<file path="src/hdl/audio_pm_pkg.sv">
// Purpose: Shared constants and types for the power-management register bank
// Assumes: 16-bit registers, 8-bit register index carried on the two-wire bus
// Notes:   Struct layouts fix every field position of the two power registers
`default_nettype none

package audio_pm_pkg;

  // Register indices
  localparam logic [7:0] ADDR_RESET_IDENT = 8'h00;
  localparam logic [7:0] ADDR_POWER_FIRST = 8'h01;
  localparam logic [7:0] ADDR_POWER_SECOND = 8'h02;

  // Reset values and writable-bit masks
  localparam logic [15:0] POWER_FIRST_RESET = 16'h0006;
  localparam logic [15:0] POWER_SECOND_RESET = 16'h6000;
  localparam logic [15:0] POWER_FIRST_WMASK = 16'h130F;
  localparam logic [15:0] POWER_SECOND_WMASK = 16'h60F0;

  // Identity values (arbitrary, not tied to any real part)
  localparam logic [6:0] DEVICE_ADDR_DEFAULT = 7'h1A;
  localparam logic [15:0] CHIP_ID_DEFAULT = 16'h5A5A;

  // Serial bit counter positions
  localparam logic [3:0] LAST_DATA_BIT = 4'h7;
  localparam logic [3:0] ACK_SLOT = 4'h8;

  // Synchroniser idle levels for {sensor, data line, clock line}
  localparam logic [2:0] SYNC_RESET = 3'h3;

  typedef struct packed {
    logic [2:0] rsv_15_13;
    logic speaker_out_enable;
    logic [1:0] rsv_11_10;
    logic left_phone_stage_enable;
    logic right_phone_stage_enable;
    logic [3:0] rsv_7_4;
    logic oscillator_enable;
    logic [1:0] midrail_divider_select;
    logic analogue_bias_enable;
  } power_first_t;

  typedef struct packed {
    logic over_temperature_flag;
    logic thermal_sensor_enable;
    logic thermal_output_cutoff;
    logic [4:0] rsv_12_8;
    logic input_one_a_amp_enable;
    logic input_one_b_amp_enable;
    logic input_two_a_amp_enable;
    logic input_two_b_amp_enable;
    logic [3:0] rsv_3_0;
  } power_second_t;

  typedef enum logic [6:0] {
    ST_IDLE = 7'h01,
    ST_DEV = 7'h02,
    ST_REG = 7'h04,
    ST_WHI = 7'h08,
    ST_WLO = 7'h10,
    ST_RHI = 7'h20,
    ST_RLO = 7'h40
  } link_state_t;

endpackage : audio_pm_pkg

`default_nettype wire

</file>
<file path="src/hdl/two_stage_sync.sv">
// Purpose: Two flip-flop synchroniser for asynchronous level inputs
// Assumes: Synchronous active-low reset on the sampling clock
// Notes:   Only the second stage may be read by other logic
`default_nettype none

module two_stage_sync #(
  parameter int WIDTH = 1,
  parameter logic [WIDTH-1:0] RESET_VALUE = '0
) (
  // Clock and reset
  input wire logic mclk_i,
  input wire logic rst_n_i,
  // Levels
  input wire logic [WIDTH-1:0] d_i,
  output logic [WIDTH-1:0] q_o
);

  logic [WIDTH-1:0] meta_reg;

  always_ff @(posedge mclk_i) begin
    if (!rst_n_i) begin
      meta_reg <= RESET_VALUE;
      q_o <= RESET_VALUE;
    end else begin
      meta_reg <= d_i;
      q_o <= meta_reg;
    end
  end

endmodule : two_stage_sync

`default_nettype wire

</file>
<file path="src/hdl/audio_power_mgmt_regs.sv">
// Purpose: Power-management and reset registers behind a two-wire control slave
// Assumes: mclk_i at 125 MHz, far above the bus clock; open-drain data line
// Notes:   Writes are address, high byte, low byte; reads return high then low byte
`default_nettype none

module audio_power_mgmt_regs #(
  parameter logic [6:0] DEVICE_ADDR = audio_pm_pkg::DEVICE_ADDR_DEFAULT,
  parameter logic [15:0] CHIP_ID = audio_pm_pkg::CHIP_ID_DEFAULT
) (
  // Clock and reset
  input wire logic mclk_i,
  input wire logic rst_n_i,
  // Two-wire control bus, data line as open drain
  input wire logic scl_i,
  input wire logic sda_i,
  output logic sda_o,
  output logic sda_oe_o,
  // Thermal sensor level, asynchronous
  input wire logic over_temp_i,
  // Power controls
  output logic soft_reset_o,
  output logic speaker_out_enable_o,
  output logic left_phone_stage_enable_o,
  output logic right_phone_stage_enable_o,
  output logic oscillator_enable_o,
  output logic [1:0] midrail_divider_select_o,
  output logic analogue_bias_enable_o,
  output logic thermal_sensor_enable_o,
  output logic input_one_a_amp_enable_o,
  output logic input_one_b_amp_enable_o,
  output logic input_two_a_amp_enable_o,
  output logic input_two_b_amp_enable_o,
  // Thermal status
  output logic over_temperature_flag_o,
  output logic output_cutoff_o
);

  logic [2:0] sync_q;
  logic scl_d_reg;
  logic sda_d_reg;
  audio_pm_pkg::link_state_t state_reg;
  logic [3:0] bit_cnt_reg;
  logic [7:0] rx_reg;
  logic [7:0] tx_reg;
  logic [7:0] reg_addr_reg;
  logic [7:0] data_hi_reg;
  logic [15:0] rd_word_reg;
  logic master_ack_reg;
  logic wr_pulse_reg;
  logic armed_reg;
  logic flag_reg;
  audio_pm_pkg::power_first_t pwr1_reg;
  audio_pm_pkg::power_second_t pwr2_reg;

  two_stage_sync #(
    .WIDTH(3),
    .RESET_VALUE(audio_pm_pkg::SYNC_RESET)
  ) u_sync (
    .mclk_i(mclk_i),
    .rst_n_i(rst_n_i),
    .d_i({over_temp_i, sda_i, scl_i}),
    .q_o(sync_q)
  );

  wire scl_s = sync_q[0];
  wire sda_s = sync_q[1];
  wire temp_s = sync_q[2];

  // Bus conditions
  wire scl_rise = scl_s & ~scl_d_reg;
  wire scl_fall = ~scl_s & scl_d_reg;
  wire start_cond = scl_s & scl_d_reg & sda_d_reg & ~sda_s;
  wire stop_cond = scl_s & scl_d_reg & ~sda_d_reg & sda_s;
  wire reading = (state_reg == audio_pm_pkg::ST_RHI) || (state_reg == audio_pm_pkg::ST_RLO);
  wire addr_match = (rx_reg[7:1] == DEVICE_ADDR);
  wire ack_byte = !reading && ((state_reg != audio_pm_pkg::ST_DEV) || addr_match);

  // Register decode
  wire [15:0] wr_data = {data_hi_reg, rx_reg};
  wire sel_ident = (reg_addr_reg == audio_pm_pkg::ADDR_RESET_IDENT);
  wire sel_first = (reg_addr_reg == audio_pm_pkg::ADDR_POWER_FIRST);
  wire sel_second = (reg_addr_reg == audio_pm_pkg::ADDR_POWER_SECOND);
  wire write_reset = wr_pulse_reg & sel_ident;
  wire [15:0] second_view = {flag_reg, pwr2_reg[14:0]};
  wire [15:0] read_word = sel_ident ? CHIP_ID :
                          sel_first ? pwr1_reg :
                          sel_second ? second_view : 16'h0000;
  wire cutoff = flag_reg & pwr2_reg.thermal_sensor_enable & pwr2_reg.thermal_output_cutoff;

  always_ff @(posedge mclk_i) begin
    if (!rst_n_i) begin
      scl_d_reg <= 1'b1;
      sda_d_reg <= 1'b1;
    end else begin
      scl_d_reg <= scl_s;
      sda_d_reg <= sda_s;
    end
  end

  // Serial slave: bits are taken on clock rise, the data line changes after clock fall
  always_ff @(posedge mclk_i) begin
    if (!rst_n_i) begin
      state_reg <= audio_pm_pkg::ST_IDLE;
      bit_cnt_reg <= 4'h0;
      rx_reg <= 8'h00;
      tx_reg <= 8'h00;
      reg_addr_reg <= 8'h00;
      data_hi_reg <= 8'h00;
      rd_word_reg <= 16'h0000;
      master_ack_reg <= 1'b0;
      wr_pulse_reg <= 1'b0;
      armed_reg <= 1'b0;
      sda_oe_o <= 1'b0;
    end else begin
      wr_pulse_reg <= 1'b0;
      if (start_cond) begin
        state_reg <= audio_pm_pkg::ST_DEV;
        bit_cnt_reg <= 4'h0;
        armed_reg <= 1'b0;
        sda_oe_o <= 1'b0;
      end else if (stop_cond) begin
        state_reg <= audio_pm_pkg::ST_IDLE;
        sda_oe_o <= 1'b0;
      end else if (state_reg != audio_pm_pkg::ST_IDLE) begin
        if (scl_rise) begin
          armed_reg <= 1'b1;
          if (bit_cnt_reg != audio_pm_pkg::ACK_SLOT) begin
            rx_reg <= {rx_reg[6:0], sda_s};
          end else begin
            master_ack_reg <= ~sda_s;
          end
        // The clock fall right after a start carries no bit, so it must not advance the count
        end else if (scl_fall && armed_reg) begin
          if (bit_cnt_reg < audio_pm_pkg::LAST_DATA_BIT) begin
            bit_cnt_reg <= bit_cnt_reg + 4'h1;
            if (reading) begin
              tx_reg <= {tx_reg[6:0], 1'b0};
              sda_oe_o <= ~tx_reg[6];
            end
          end else if (bit_cnt_reg == audio_pm_pkg::LAST_DATA_BIT) begin
            bit_cnt_reg <= audio_pm_pkg::ACK_SLOT;
            sda_oe_o <= ack_byte;
            case (state_reg)
              audio_pm_pkg::ST_DEV: begin
                rd_word_reg <= read_word;
                if (!addr_match) begin
                  state_reg <= audio_pm_pkg::ST_IDLE;
                end
              end
              audio_pm_pkg::ST_REG: reg_addr_reg <= rx_reg;
              audio_pm_pkg::ST_WHI: data_hi_reg <= rx_reg;
              audio_pm_pkg::ST_WLO: wr_pulse_reg <= 1'b1;
              default: ;
            endcase
          end else begin
            bit_cnt_reg <= 4'h0;
            sda_oe_o <= 1'b0;
            case (state_reg)
              audio_pm_pkg::ST_DEV: begin
                if (rx_reg[0]) begin
                  state_reg <= audio_pm_pkg::ST_RHI;
                  tx_reg <= rd_word_reg[15:8];
                  sda_oe_o <= ~rd_word_reg[15];
                end else begin
                  state_reg <= audio_pm_pkg::ST_REG;
                end
              end
              audio_pm_pkg::ST_REG: state_reg <= audio_pm_pkg::ST_WHI;
              audio_pm_pkg::ST_WHI: state_reg <= audio_pm_pkg::ST_WLO;
              audio_pm_pkg::ST_WLO: state_reg <= audio_pm_pkg::ST_WHI;
              audio_pm_pkg::ST_RHI: begin
                if (master_ack_reg) begin
                  state_reg <= audio_pm_pkg::ST_RLO;
                  tx_reg <= rd_word_reg[7:0];
                  sda_oe_o <= ~rd_word_reg[7];
                end else begin
                  state_reg <= audio_pm_pkg::ST_IDLE;
                end
              end
              audio_pm_pkg::ST_RLO: begin
                if (master_ack_reg) begin
                  state_reg <= audio_pm_pkg::ST_RHI;
                  tx_reg <= rd_word_reg[15:8];
                  sda_oe_o <= ~rd_word_reg[15];
                end else begin
                  state_reg <= audio_pm_pkg::ST_IDLE;
                end
              end
              default: state_reg <= audio_pm_pkg::ST_IDLE;
            endcase
          end
        end
      end
    end
  end

  // Soft reset returns both power registers to their defaults in the cycle after the write
  always_ff @(posedge mclk_i) begin
    if (!rst_n_i || write_reset) begin
      pwr1_reg <= audio_pm_pkg::POWER_FIRST_RESET;
      pwr2_reg <= audio_pm_pkg::POWER_SECOND_RESET;
    end else if (wr_pulse_reg && sel_first) begin
      pwr1_reg <= wr_data & audio_pm_pkg::POWER_FIRST_WMASK;
    end else if (wr_pulse_reg && sel_second) begin
      pwr2_reg <= wr_data & audio_pm_pkg::POWER_SECOND_WMASK;
    end
  end

  // A disabled sensor reports normal temperature
  always_ff @(posedge mclk_i) begin
    if (!rst_n_i) begin
      flag_reg <= 1'b0;
      soft_reset_o <= 1'b0;
      sda_o <= 1'b0;
    end else begin
      flag_reg <= temp_s & pwr2_reg.thermal_sensor_enable;
      soft_reset_o <= write_reset;
      sda_o <= 1'b0;
    end
  end

  always_ff @(posedge mclk_i) begin
    if (!rst_n_i) begin
      speaker_out_enable_o <= 1'b0;
      left_phone_stage_enable_o <= 1'b0;
      right_phone_stage_enable_o <= 1'b0;
      oscillator_enable_o <= 1'b0;
      midrail_divider_select_o <= 2'h0;
      analogue_bias_enable_o <= 1'b0;
      thermal_sensor_enable_o <= 1'b0;
      input_one_a_amp_enable_o <= 1'b0;
      input_one_b_amp_enable_o <= 1'b0;
      input_two_a_amp_enable_o <= 1'b0;
      input_two_b_amp_enable_o <= 1'b0;
      over_temperature_flag_o <= 1'b0;
      output_cutoff_o <= 1'b0;
    end else begin
      speaker_out_enable_o <= pwr1_reg.speaker_out_enable & ~cutoff;
      left_phone_stage_enable_o <= pwr1_reg.left_phone_stage_enable & ~cutoff;
      right_phone_stage_enable_o <= pwr1_reg.right_phone_stage_enable & ~cutoff;
      oscillator_enable_o <= pwr1_reg.oscillator_enable;
      midrail_divider_select_o <= pwr1_reg.midrail_divider_select;
      analogue_bias_enable_o <= pwr1_reg.analogue_bias_enable;
      thermal_sensor_enable_o <= pwr2_reg.thermal_sensor_enable;
      input_one_a_amp_enable_o <= pwr2_reg.input_one_a_amp_enable;
      input_one_b_amp_enable_o <= pwr2_reg.input_one_b_amp_enable;
      input_two_a_amp_enable_o <= pwr2_reg.input_two_a_amp_enable;
      input_two_b_amp_enable_o <= pwr2_reg.input_two_b_amp_enable;
      over_temperature_flag_o <= flag_reg;
      output_cutoff_o <= cutoff;
    end
  end

endmodule : audio_power_mgmt_regs

`default_nettype wire

</file>
<file path="config.mk">
export PLATFORM = sky130hd
export DESIGN_NAME = audio_power_mgmt_regs
export DESIGN_NICKNAME = d
export VERILOG_FILES = /design/src/hdl/audio_pm_pkg.sv /design/src/hdl/two_stage_sync.sv /design/src/hdl/audio_power_mgmt_regs.sv
export SDC_FILE = /design/constraint.sdc
export NUM_CORES = 1
export LEC_CHECK = 0
export ABC_AREA = 1
export BUFFER_PORTS_ARGS = -buffer_cell sky130_fd_sc_hd__buf_2
export CAP_MARGIN = 20
export CORE_MARGIN = 1.5
export CORE_UTILIZATION = 36
export CTS_CLUSTER_DIAMETER = 40
export CTS_CLUSTER_SIZE = 14
export DETAILED_ROUTE_END_ITERATION = 10
export PLACE_DENSITY = 0.49
export SKIP_LAST_GASP = 1
export SYNTH_ARGS = -nofsm -noshare
export SYNTH_HDL_FRONTEND = slang
export SYNTH_SLANG_ARGS = --single-unit
</file>
<file path="constraint.sdc">
create_clock -name mclk_i -period 3.75 [get_ports mclk_i]
set_input_delay 0.75 -clock mclk_i [delete_from_list [all_inputs] [get_ports mclk_i]]
set_output_delay 0.75 -clock mclk_i [all_outputs]
set_load 0.005 [all_outputs]
</file>
==> Word-level counts from Yosys, hierarchy flattened <==
Cells that the tools add are included.
{ "totals": {"elab_cells": 163, "ff_bits": 98, "inputBits": 5, "out_inout_bits": 17} }
{ "op_classes": {"bitwise_logic": 32, "magnitude_cmp": 1, "add_sub_neg": 1, "mux": 33, "reduce_logical": 29, "n_eq_ne": 24} }
{ "ops": {"columns": ["op", "count"], "rows": [
  ["two-way mux 7 bit", 10],
  ["two-way mux 16 bit", 3],
  ["one-hot mux 7 bit (5 select lines)", 1],
  ["AND reduction 8 bit", 3],
  ["one-hot mux 7 bit (3 select lines)", 1],
  ["inverter 1 bit", 18],
  ["bitwise AND 1 bit", 14],
  ["== test 7 x 5 -> 1 bit (second input constant)", 2],
  ["two-way mux 2 bit", 6],
  ["two-way mux 6 bit", 2],
  ["AND reduction 6 bit", 2],
  ["AND reduction 11 bit", 1],
  ["AND reduction 5 bit", 2],
  ["== test 8 x 1 -> 1 bit (second input constant)", 1],
  ["== test 8 x 2 -> 1 bit (second input constant)", 1],
  ["logical NOT 8 bit", 1],
  ["two-way mux 4 bit", 2],
  ["inequality test 4 bit (second input constant)", 2],
  ["AND reduction 4 bit", 2],
  ["OR reduction 8 bit", 1],
  ["== test 7 x 2 -> 1 bit (second input constant)", 1],
  ["== test 7 x 3 -> 1 bit (second input constant)", 1],
  ["== test 7 x 4 -> 1 bit (second input constant)", 1],
  ["== test 7 x 6 -> 1 bit (second input constant)", 1],
  ["other kinds (23)", 41]
]} }

==> Longest topological paths before layout <==
{ "depth": {"word_depth": 10, "mapped_depth": 12} }

==> Hierarchy <==
A second synthesis with hierarchy kept.
{ "unflattened": {"hier_cells": 539, "hier_area_um2": 3992.6} }
{ "by_module_without_submodules": {"columns": ["module", "instances", "cells_each", "area_each_um2", "seq_area_each_um2"], "rows": [
  ["audio_power_mgmt_regs", 1, 521, 3827.4, 1781.7],
  ["two_stage_sync", 1, 18, 165.2, 120.1]
]} }

==> Worst setup path before layout <==
OpenSTA, ideal clock, no wires.
{ "synth_timing": {"kind": "register to register", "startpoint": "reg bit_cnt_reg[0]", "endpoint": "reg reg_addr_reg[5]", "required_time_ns": 3.634, "path_stages_with_launch": 12, "setup_slack_ns": 2.082, "t_arrival_ns": 1.551, "path_buffers": 1, "setup_ns": 0.116, "synth_period_minus_slack_ns": 1.668, "path_cell_list": "dfxtp_1 > ha_1 > nand2_1 > nor2_4 > nor2_4 > nor3_2 > nand2_2 > nor2_8 > nand2_4 > buf_6 > o21ai_1 > a21oi_1"} }
{ "synth_between": {"elab_chain_cells": 3} }
{ "synth_rtl": {"columns": ["item", "line", "source"], "rows": [
  ["start: declaration", "audio_power_mgmt_regs.sv:42", "logic [3:0] bit_cnt_reg;"],
  ["start signal: assignment", "audio_power_mgmt_regs.sv:135", "bit_cnt_reg <= bit_cnt_reg + 4'h1;"],
  ["start signal: assignment", "audio_power_mgmt_regs.sv:141", "bit_cnt_reg <= audio_pm_pkg::ACK_SLOT;"],
  ["less-than comparator 4 x 3 -> 1 bit", "audio_power_mgmt_regs.sv:134", "if (bit_cnt_reg < audio_pm_pkg::LAST_DATA_BIT) begin"],
  ["inverter 1 bit (no line)", null, null],
  ["AND reduction 8 bit (no line) (*)", null, null],
  ["end signal: assignment", "audio_power_mgmt_regs.sv:150", "audio_pm_pkg::ST_REG: reg_addr_reg <= rx_reg;"],
  ["end: declaration", "audio_power_mgmt_regs.sv:45", "logic [7:0] reg_addr_reg;"]
]} }
Mark *: on every way between the ends. The rest lies on a longest branch, timed or not.
A chain may end at the register's enable or synchronous reset.

==> Worst setup path in the final report <==
{ "layout_timing": {"startpoint": "reg state_reg[5]", "endpoint": "reg data_hi_reg[6]"} }
{ "layout_between": {"elab_chain_cells": 2} }
{ "layout_rtl": {"columns": ["item", "line", "source"], "rows": [
  ["start: declaration", "audio_power_mgmt_regs.sv:41", "audio_pm_pkg::link_state_t state_reg;"],
  ["start signal: assignment", "audio_power_mgmt_regs.sv:103", "state_reg <= audio_pm_pkg::ST_IDLE;"],
  ["start signal: assignment", "audio_power_mgmt_regs.sv:117", "state_reg <= audio_pm_pkg::ST_DEV;"],
  ["start signal: assignment", "audio_power_mgmt_regs.sv:122", "state_reg <= audio_pm_pkg::ST_IDLE;"],
  ["inequality test 7 x 1 -> 1 bit or == test 7 x 4 -> 1 bit (tied branches)", "audio_power_mgmt_regs.sv:124, audio_power_mgmt_regs.sv:143", null],
  ["AND reduction 8 bit (no line) (*)", null, null],
  ["end signal: assignment", "audio_power_mgmt_regs.sv:151", "audio_pm_pkg::ST_WHI: data_hi_reg <= rx_reg;"],
  ["end: declaration", "audio_power_mgmt_regs.sv:46", "logic [7:0] data_hi_reg;"]
]} }
Marked as above.

==> flow_summary.html <==
<table>
<tr><th>Metric</th><th>Value</th></tr>
<tr><th colspan="2">Clock network</th></tr>
<tr><td>Clock slew seen by the registers of the worst setup and hold paths</td><td>90 ps</td></tr>
<tr><td>Skew-Pair Late Insertion Delay</td><td>380 ps</td></tr>
<tr><td>Clock H-tree levels</td><td>3</td></tr>
<tr><td>Clock tree from TritonCTS</td><td>yes</td></tr>
<tr><td>Number of buffers on the longest clock path</td><td>2</td></tr>
<tr><td># clock sinks</td><td>95</td></tr>
<tr><td>Number of CTS-inserted buffers</td><td>9</td></tr>
<tr><td>Hold bufs inserted after CTS</td><td>0</td></tr>
<tr><td>Root buffer cell</td><td>sky130_fd_sc_hd__clkbuf_8</td></tr>
<tr><td>Post-CTS setup buffer count</td><td>0</td></tr>
<tr><td>Post-CTS sizing</td><td>0</td></tr>
<tr><th colspan="2">Logic synthesis</th></tr>
<tr><td>Count of mapped cells out of synthesis</td><td>508</td></tr>
<tr><td>Cell variety after synth</td><td>36</td></tr>
<tr><td>Most frequently used flop master after synthesis</td><td>sky130_fd_sc_hd__dfxtp_1</td></tr>
<tr><td>Mean post-synth cell area</td><td>7.71 um^2</td></tr>
<tr><td>FFs w/ async S/R, synth</td><td>0</td></tr>
<tr><td>Net count after synthesis</td><td>515</td></tr>
<tr><td>Post-synth EDFFs</td><td>0</td></tr>
<tr><td>Post-Synthesis Cell Area</td><td>3920 um^2</td></tr>
<tr><td>#FFs+latches synth</td><td>95</td></tr>
<tr><td>Count of yosys warnings during synthesis</td><td>0</td></tr>
<tr><td>Share of the yosys chip area belonging to registers</td><td>0.486</td></tr>
<tr><th colspan="2">Global route</th></tr>
<tr><td>Wire length of the first global-routing pass</td><td>15400 um</td></tr>
<tr><td>Largest net degree at the start of global routing</td><td>40</td></tr>
<tr><td>Total congestion overflow after global routing</td><td>0</td></tr>
<tr><td>Overall track demand over capacity in global routing</td><td>0.174</td></tr>
<tr><td>Number of antenna violations at the first check in global routing</td><td>0</td></tr>
<tr><td>Vias in the first global route</td><td>3025</td></tr>
<tr><th colspan="2">Worst setup path</th></tr>
<tr><td>Critical Path Slowest Stage Cell</td><td>sky130_fd_sc_hd__nor4_1</td></tr>
<tr><td>Type of destination of the critical path</td><td>register</td></tr>
<tr><td>Register-to-register path setup slack</td><td>1620 ps</td></tr>
<tr><td>Nature of the critical path startpoint</td><td>register</td></tr>
<tr><td>Reg-to-reg endpoint</td><td>data_hi_reg[6]</td></tr>
<tr><td>Count of cells along the worst register-to-register path</td><td>6</td></tr>
<tr><td>Worst path most repeated cell</td><td>sky130_fd_sc_hd__nand2_2</td></tr>
<tr><td>Crit path required time</td><td>4020 ps</td></tr>
<tr><td>CP max FO</td><td>10</td></tr>
<tr><td>Setup Crit Path Kind</td><td>reg -&gt; reg</td></tr>
<tr><td>List of cells traversed by the critical path</td><td>nor2_2, nand2_2, nor4_1, nand2_2, o21ai_0, a21oi_1</td></tr>
<tr><td>Reg-to-reg critical path startpoint</td><td>state_reg[5]</td></tr>
<tr><td>CP Data Arrival Time</td><td>2400 ps</td></tr>
<tr><td>Maximum single-stage delay on the critical path</td><td>690 ps</td></tr>
<tr><th colspan="2">Die</th></tr>
<tr><td>Die Height</td><td>107 um</td></tr>
<tr><td>I/O pin count</td><td>22</td></tr>
<tr><td>Total core area</td><td>10500 um^2</td></tr>
<tr><td>Row count</td><td>37</td></tr>
<tr><td>Horiz. Die Dim</td><td>107 um</td></tr>
<tr><td>Area of the die</td><td>11500 um^2</td></tr>
<tr><td>Starting utilization of the core area</td><td>0.374</td></tr>
<tr><th colspan="2">Timing</th></tr>
<tr><td>Setup Viol. Count Final</td><td>0</td></tr>
<tr><td>Summed negative setup slack over all endpoints</td><td>0 ps</td></tr>
<tr><td>Final clock skew</td><td>12.1 ps</td></tr>
<tr><td>Unrepaired setup endpoints after global routing</td><td>false</td></tr>
<tr><td>Measured slew at the worst slew-check pin</td><td>893 ps</td></tr>
<tr><td>Post-layout min period</td><td>2130 ps</td></tr>
<tr><td>Final number of max-transition violations</td><td>0</td></tr>
<tr><td>Number of hold violations in the final report</td><td>0</td></tr>
<tr><td>Final worst path period share</td><td>0.569</td></tr>
<tr><td>Hold slack final</td><td>415 ps</td></tr>
<tr><td>Maximum frequency from static timing analysis</td><td>469 MHz</td></tr>
<tr><td>Tightest slew margin relative to the limit</td><td>0.400</td></tr>
<tr><th colspan="2">Min path</th></tr>
<tr><td>Hold Crit Start</td><td>u_sync.meta_reg[0]</td></tr>
<tr><td>Min-Delay Path Class</td><td>reg -&gt; reg</td></tr>
<tr><td>Worst hold stages</td><td>1</td></tr>
<tr><td>Endpoint of the worst hold-timing path</td><td>u_sync.q_o[0]</td></tr>
<tr><th colspan="2">Cells and area</th></tr>
<tr><td>Filler instances</td><td>1143</td></tr>
<tr><td>Ratio of cells with drive above 1 in the final layout</td><td>0.128</td></tr>
<tr><td>Net count reported at finish</td><td>533</td></tr>
<tr><td>Number of flip-flops under the largest register name</td><td>15</td></tr>
<tr><td>Post-Route Utilization</td><td>0.413</td></tr>
<tr><td>Diodes inserted</td><td>0</td></tr>
<tr><td>Area growth from synthesis to final layout</td><td>10.3%</td></tr>
<tr><th colspan="2">Run status</th></tr>
<tr><td>Status</td><td>finished, final reports clean</td></tr>
<tr><th colspan="2">Route</th></tr>
<tr><td>Mean routed wirelength per cell</td><td>13.8 um</td></tr>
<tr><td>Number of DRC violations after detailed-routing iteration 0</td><td>130</td></tr>
<tr><td>Mean number of vias per cell</td><td>4.83</td></tr>
<tr><td>Total Wirelength</td><td>9210 um</td></tr>
<tr><td>Number of vias after detailed routing</td><td>3223</td></tr>
<tr><td>Antenna violation net count after detailed routing</td><td>0</td></tr>
<tr><td>DRC violation count after routing</td><td>0</td></tr>
<tr><td>Initial DRT Pass Iterations</td><td>4</td></tr>
<tr><th colspan="2">Pwr</th></tr>
<tr><td>Leakage Power</td><td>1.83 nW</td></tr>
<tr><td>Pwr/cell area</td><td>412 nW/um^2</td></tr>
<tr><td>Peak VDD IR</td><td>201 uV</td></tr>
<tr><th colspan="2">Run</th></tr>
<tr><td>Reported max-cap violation count</td><td>0</td></tr>
<tr><th colspan="2">Placement</th></tr>
<tr><td>Detailed placer's ending HPWL</td><td>6700 um</td></tr>
<tr><td>IO buf count</td><td>20</td></tr>
<tr><td>Placer congestion estimate</td><td>0.784</td></tr>
</table>
## synth_stat cells, types with 4 or more instances
cell,instances,share of area
sky130_fd_sc_hd__nand3_1,35,0.045
sky130_fd_sc_hd__inv_1,71,0.068
sky130_fd_sc_hd__a211oi_1,7,0.013
sky130_fd_sc_hd__o31ai_1,4,0.0077
sky130_fd_sc_hd__dfxtp_1,95,0.49
sky130_fd_sc_hd__o21ai_0,45,0.058
sky130_fd_sc_hd__nand4_1,6,0.0096
sky130_fd_sc_hd__nor2_1,45,0.043
sky130_fd_sc_hd__or2_2,4,0.0064
sky130_fd_sc_hd__nor3_1,5,0.0064
sky130_fd_sc_hd__a21oi_1,58,0.074
sky130_fd_sc_hd__nand2_1,79,0.076
sky130_fd_sc_hd__clkbuf_1,8,0.0077
sky130_fd_sc_hd__nor2_2,6,0.0096
## routing by layer
| layer | part of all wire | track usage | vias up |
|---|---|---|---|
| li1 | - | - | 1693 |
| met1 | 0.51 | 0.242 | 1489 |
| met2 | 0.45 | 0.259 | 31 |
| met3 | 0.023 | 0.0333 | 10 |
| met4 | 0.017 | 0.0838 | 0 |
| met5 | 0 | 0 | - |
## per-stage QoR
step	power (mW)	worst slack, ps	cells	instance area (um^2)
floorplan	1.08	2080	508	3920
global placement	1.10	1610	651	4110
detailed placement	1.10	1640	651	4110
CTS	1.81	1620	667	4320
global route	1.86	1390	667	4320
finish	1.78	1620	667	4320
## how the worst max path moves through the flow
stage | from | slack [ps] | endpoint | cells past startpoint
after global placement | state_reg[5] | 1610 | data_hi_reg[6] | 6
after global routing | bit_cnt_reg[1] | 1390 | tx_reg[1] | 10
after CTS | state_reg[5] | 1620 | data_hi_reg[6] | 6
final | state_reg[5] | 1620 | data_hi_reg[6] | 6
after detailed placement | state_reg[5] | 1640 | data_hi_reg[6] | 6
after floorplan | bit_cnt_reg[0] | 2080 | reg_addr_reg[5] | 11
## placed cells by master (no fill, tap or decap), types with 2 or more instances in the layout
| cell type | Yosys | final |
|---|---|---|
| sky130_fd_sc_hd__o21ai_0 | 45 | 45 |
| sky130_fd_sc_hd__dfxtp_1 | 95 | 95 |
| sky130_fd_sc_hd__nor2_4 | 3 | 3 |
| sky130_fd_sc_hd__nand2_2 | 3 | 3 |
| sky130_fd_sc_hd__o31ai_1 | 4 | 4 |
| sky130_fd_sc_hd__inv_1 | 71 | 71 |
| sky130_fd_sc_hd__nand4_1 | 6 | 6 |
| sky130_fd_sc_hd__inv_2 | 2 | 2 |
| sky130_fd_sc_hd__nor2_1 | 45 | 45 |
| sky130_fd_sc_hd__ha_1 | 2 | 2 |
| sky130_fd_sc_hd__nor4_1 | 3 | 3 |
| sky130_fd_sc_hd__nor2_2 | 6 | 6 |
| sky130_fd_sc_hd__clkbuf_8 | 0 | 10 |
| sky130_fd_sc_hd__nand2_4 | 3 | 3 |
| sky130_fd_sc_hd__o21ai_1 | 3 | 3 |
| sky130_fd_sc_hd__o211ai_1 | 2 | 2 |
| sky130_fd_sc_hd__nand3_2 | 2 | 2 |
| sky130_fd_sc_hd__nand3_1 | 35 | 35 |
| sky130_fd_sc_hd__nor3_1 | 5 | 5 |
| sky130_fd_sc_hd__buf_2 | 2 | 20 |
| sky130_fd_sc_hd__clkinvlp_4 | 0 | 2 |
| sky130_fd_sc_hd__a21oi_1 | 58 | 58 |
| sky130_fd_sc_hd__or2_2 | 4 | 4 |
| sky130_fd_sc_hd__a211oi_1 | 7 | 7 |
| sky130_fd_sc_hd__nand2_1 | 79 | 79 |
| sky130_fd_sc_hd__inv_4 | 2 | 2 |
## area by class of cell
class                   count  area, um^2  share of cell area
inverters                  75         287              0.0664
clock buffers              10         138              0.0319
well taps                 136         170              0.0394
clock inverters             6        67.6              0.0156
repair buffers             21         108              0.0249
multi-input cells         324        1650               0.381
flip-flops and latches     95        1900               0.440
## power by group
| group | internal, mW | switching (mW) | leakage, nW |
|---|---|---|---|
| logic | 0.0150 | 0.0389 | 0.964 |
| registers | 1.02 | 0.00442 | 0.768 |
| clock network | 0.329 | 0.377 | 0.0989 |
## critical path, delay by kind of cell, from the launching register on
family,cells,cell delay [ps]
flops,1,360
simple gates,4,1280
compound gates,2,380
## cells by family after synthesis
kind of cell               synth area share
AOI/OAI and AO/OA                     0.171
adders and majority gates           0.00639
buffers and inverters                0.0939
DFF                                   0.486
muxes                               0.00256
other                              0.000958
and+or+nand+nor                       0.239
Power figures use the tool's default switching activity.
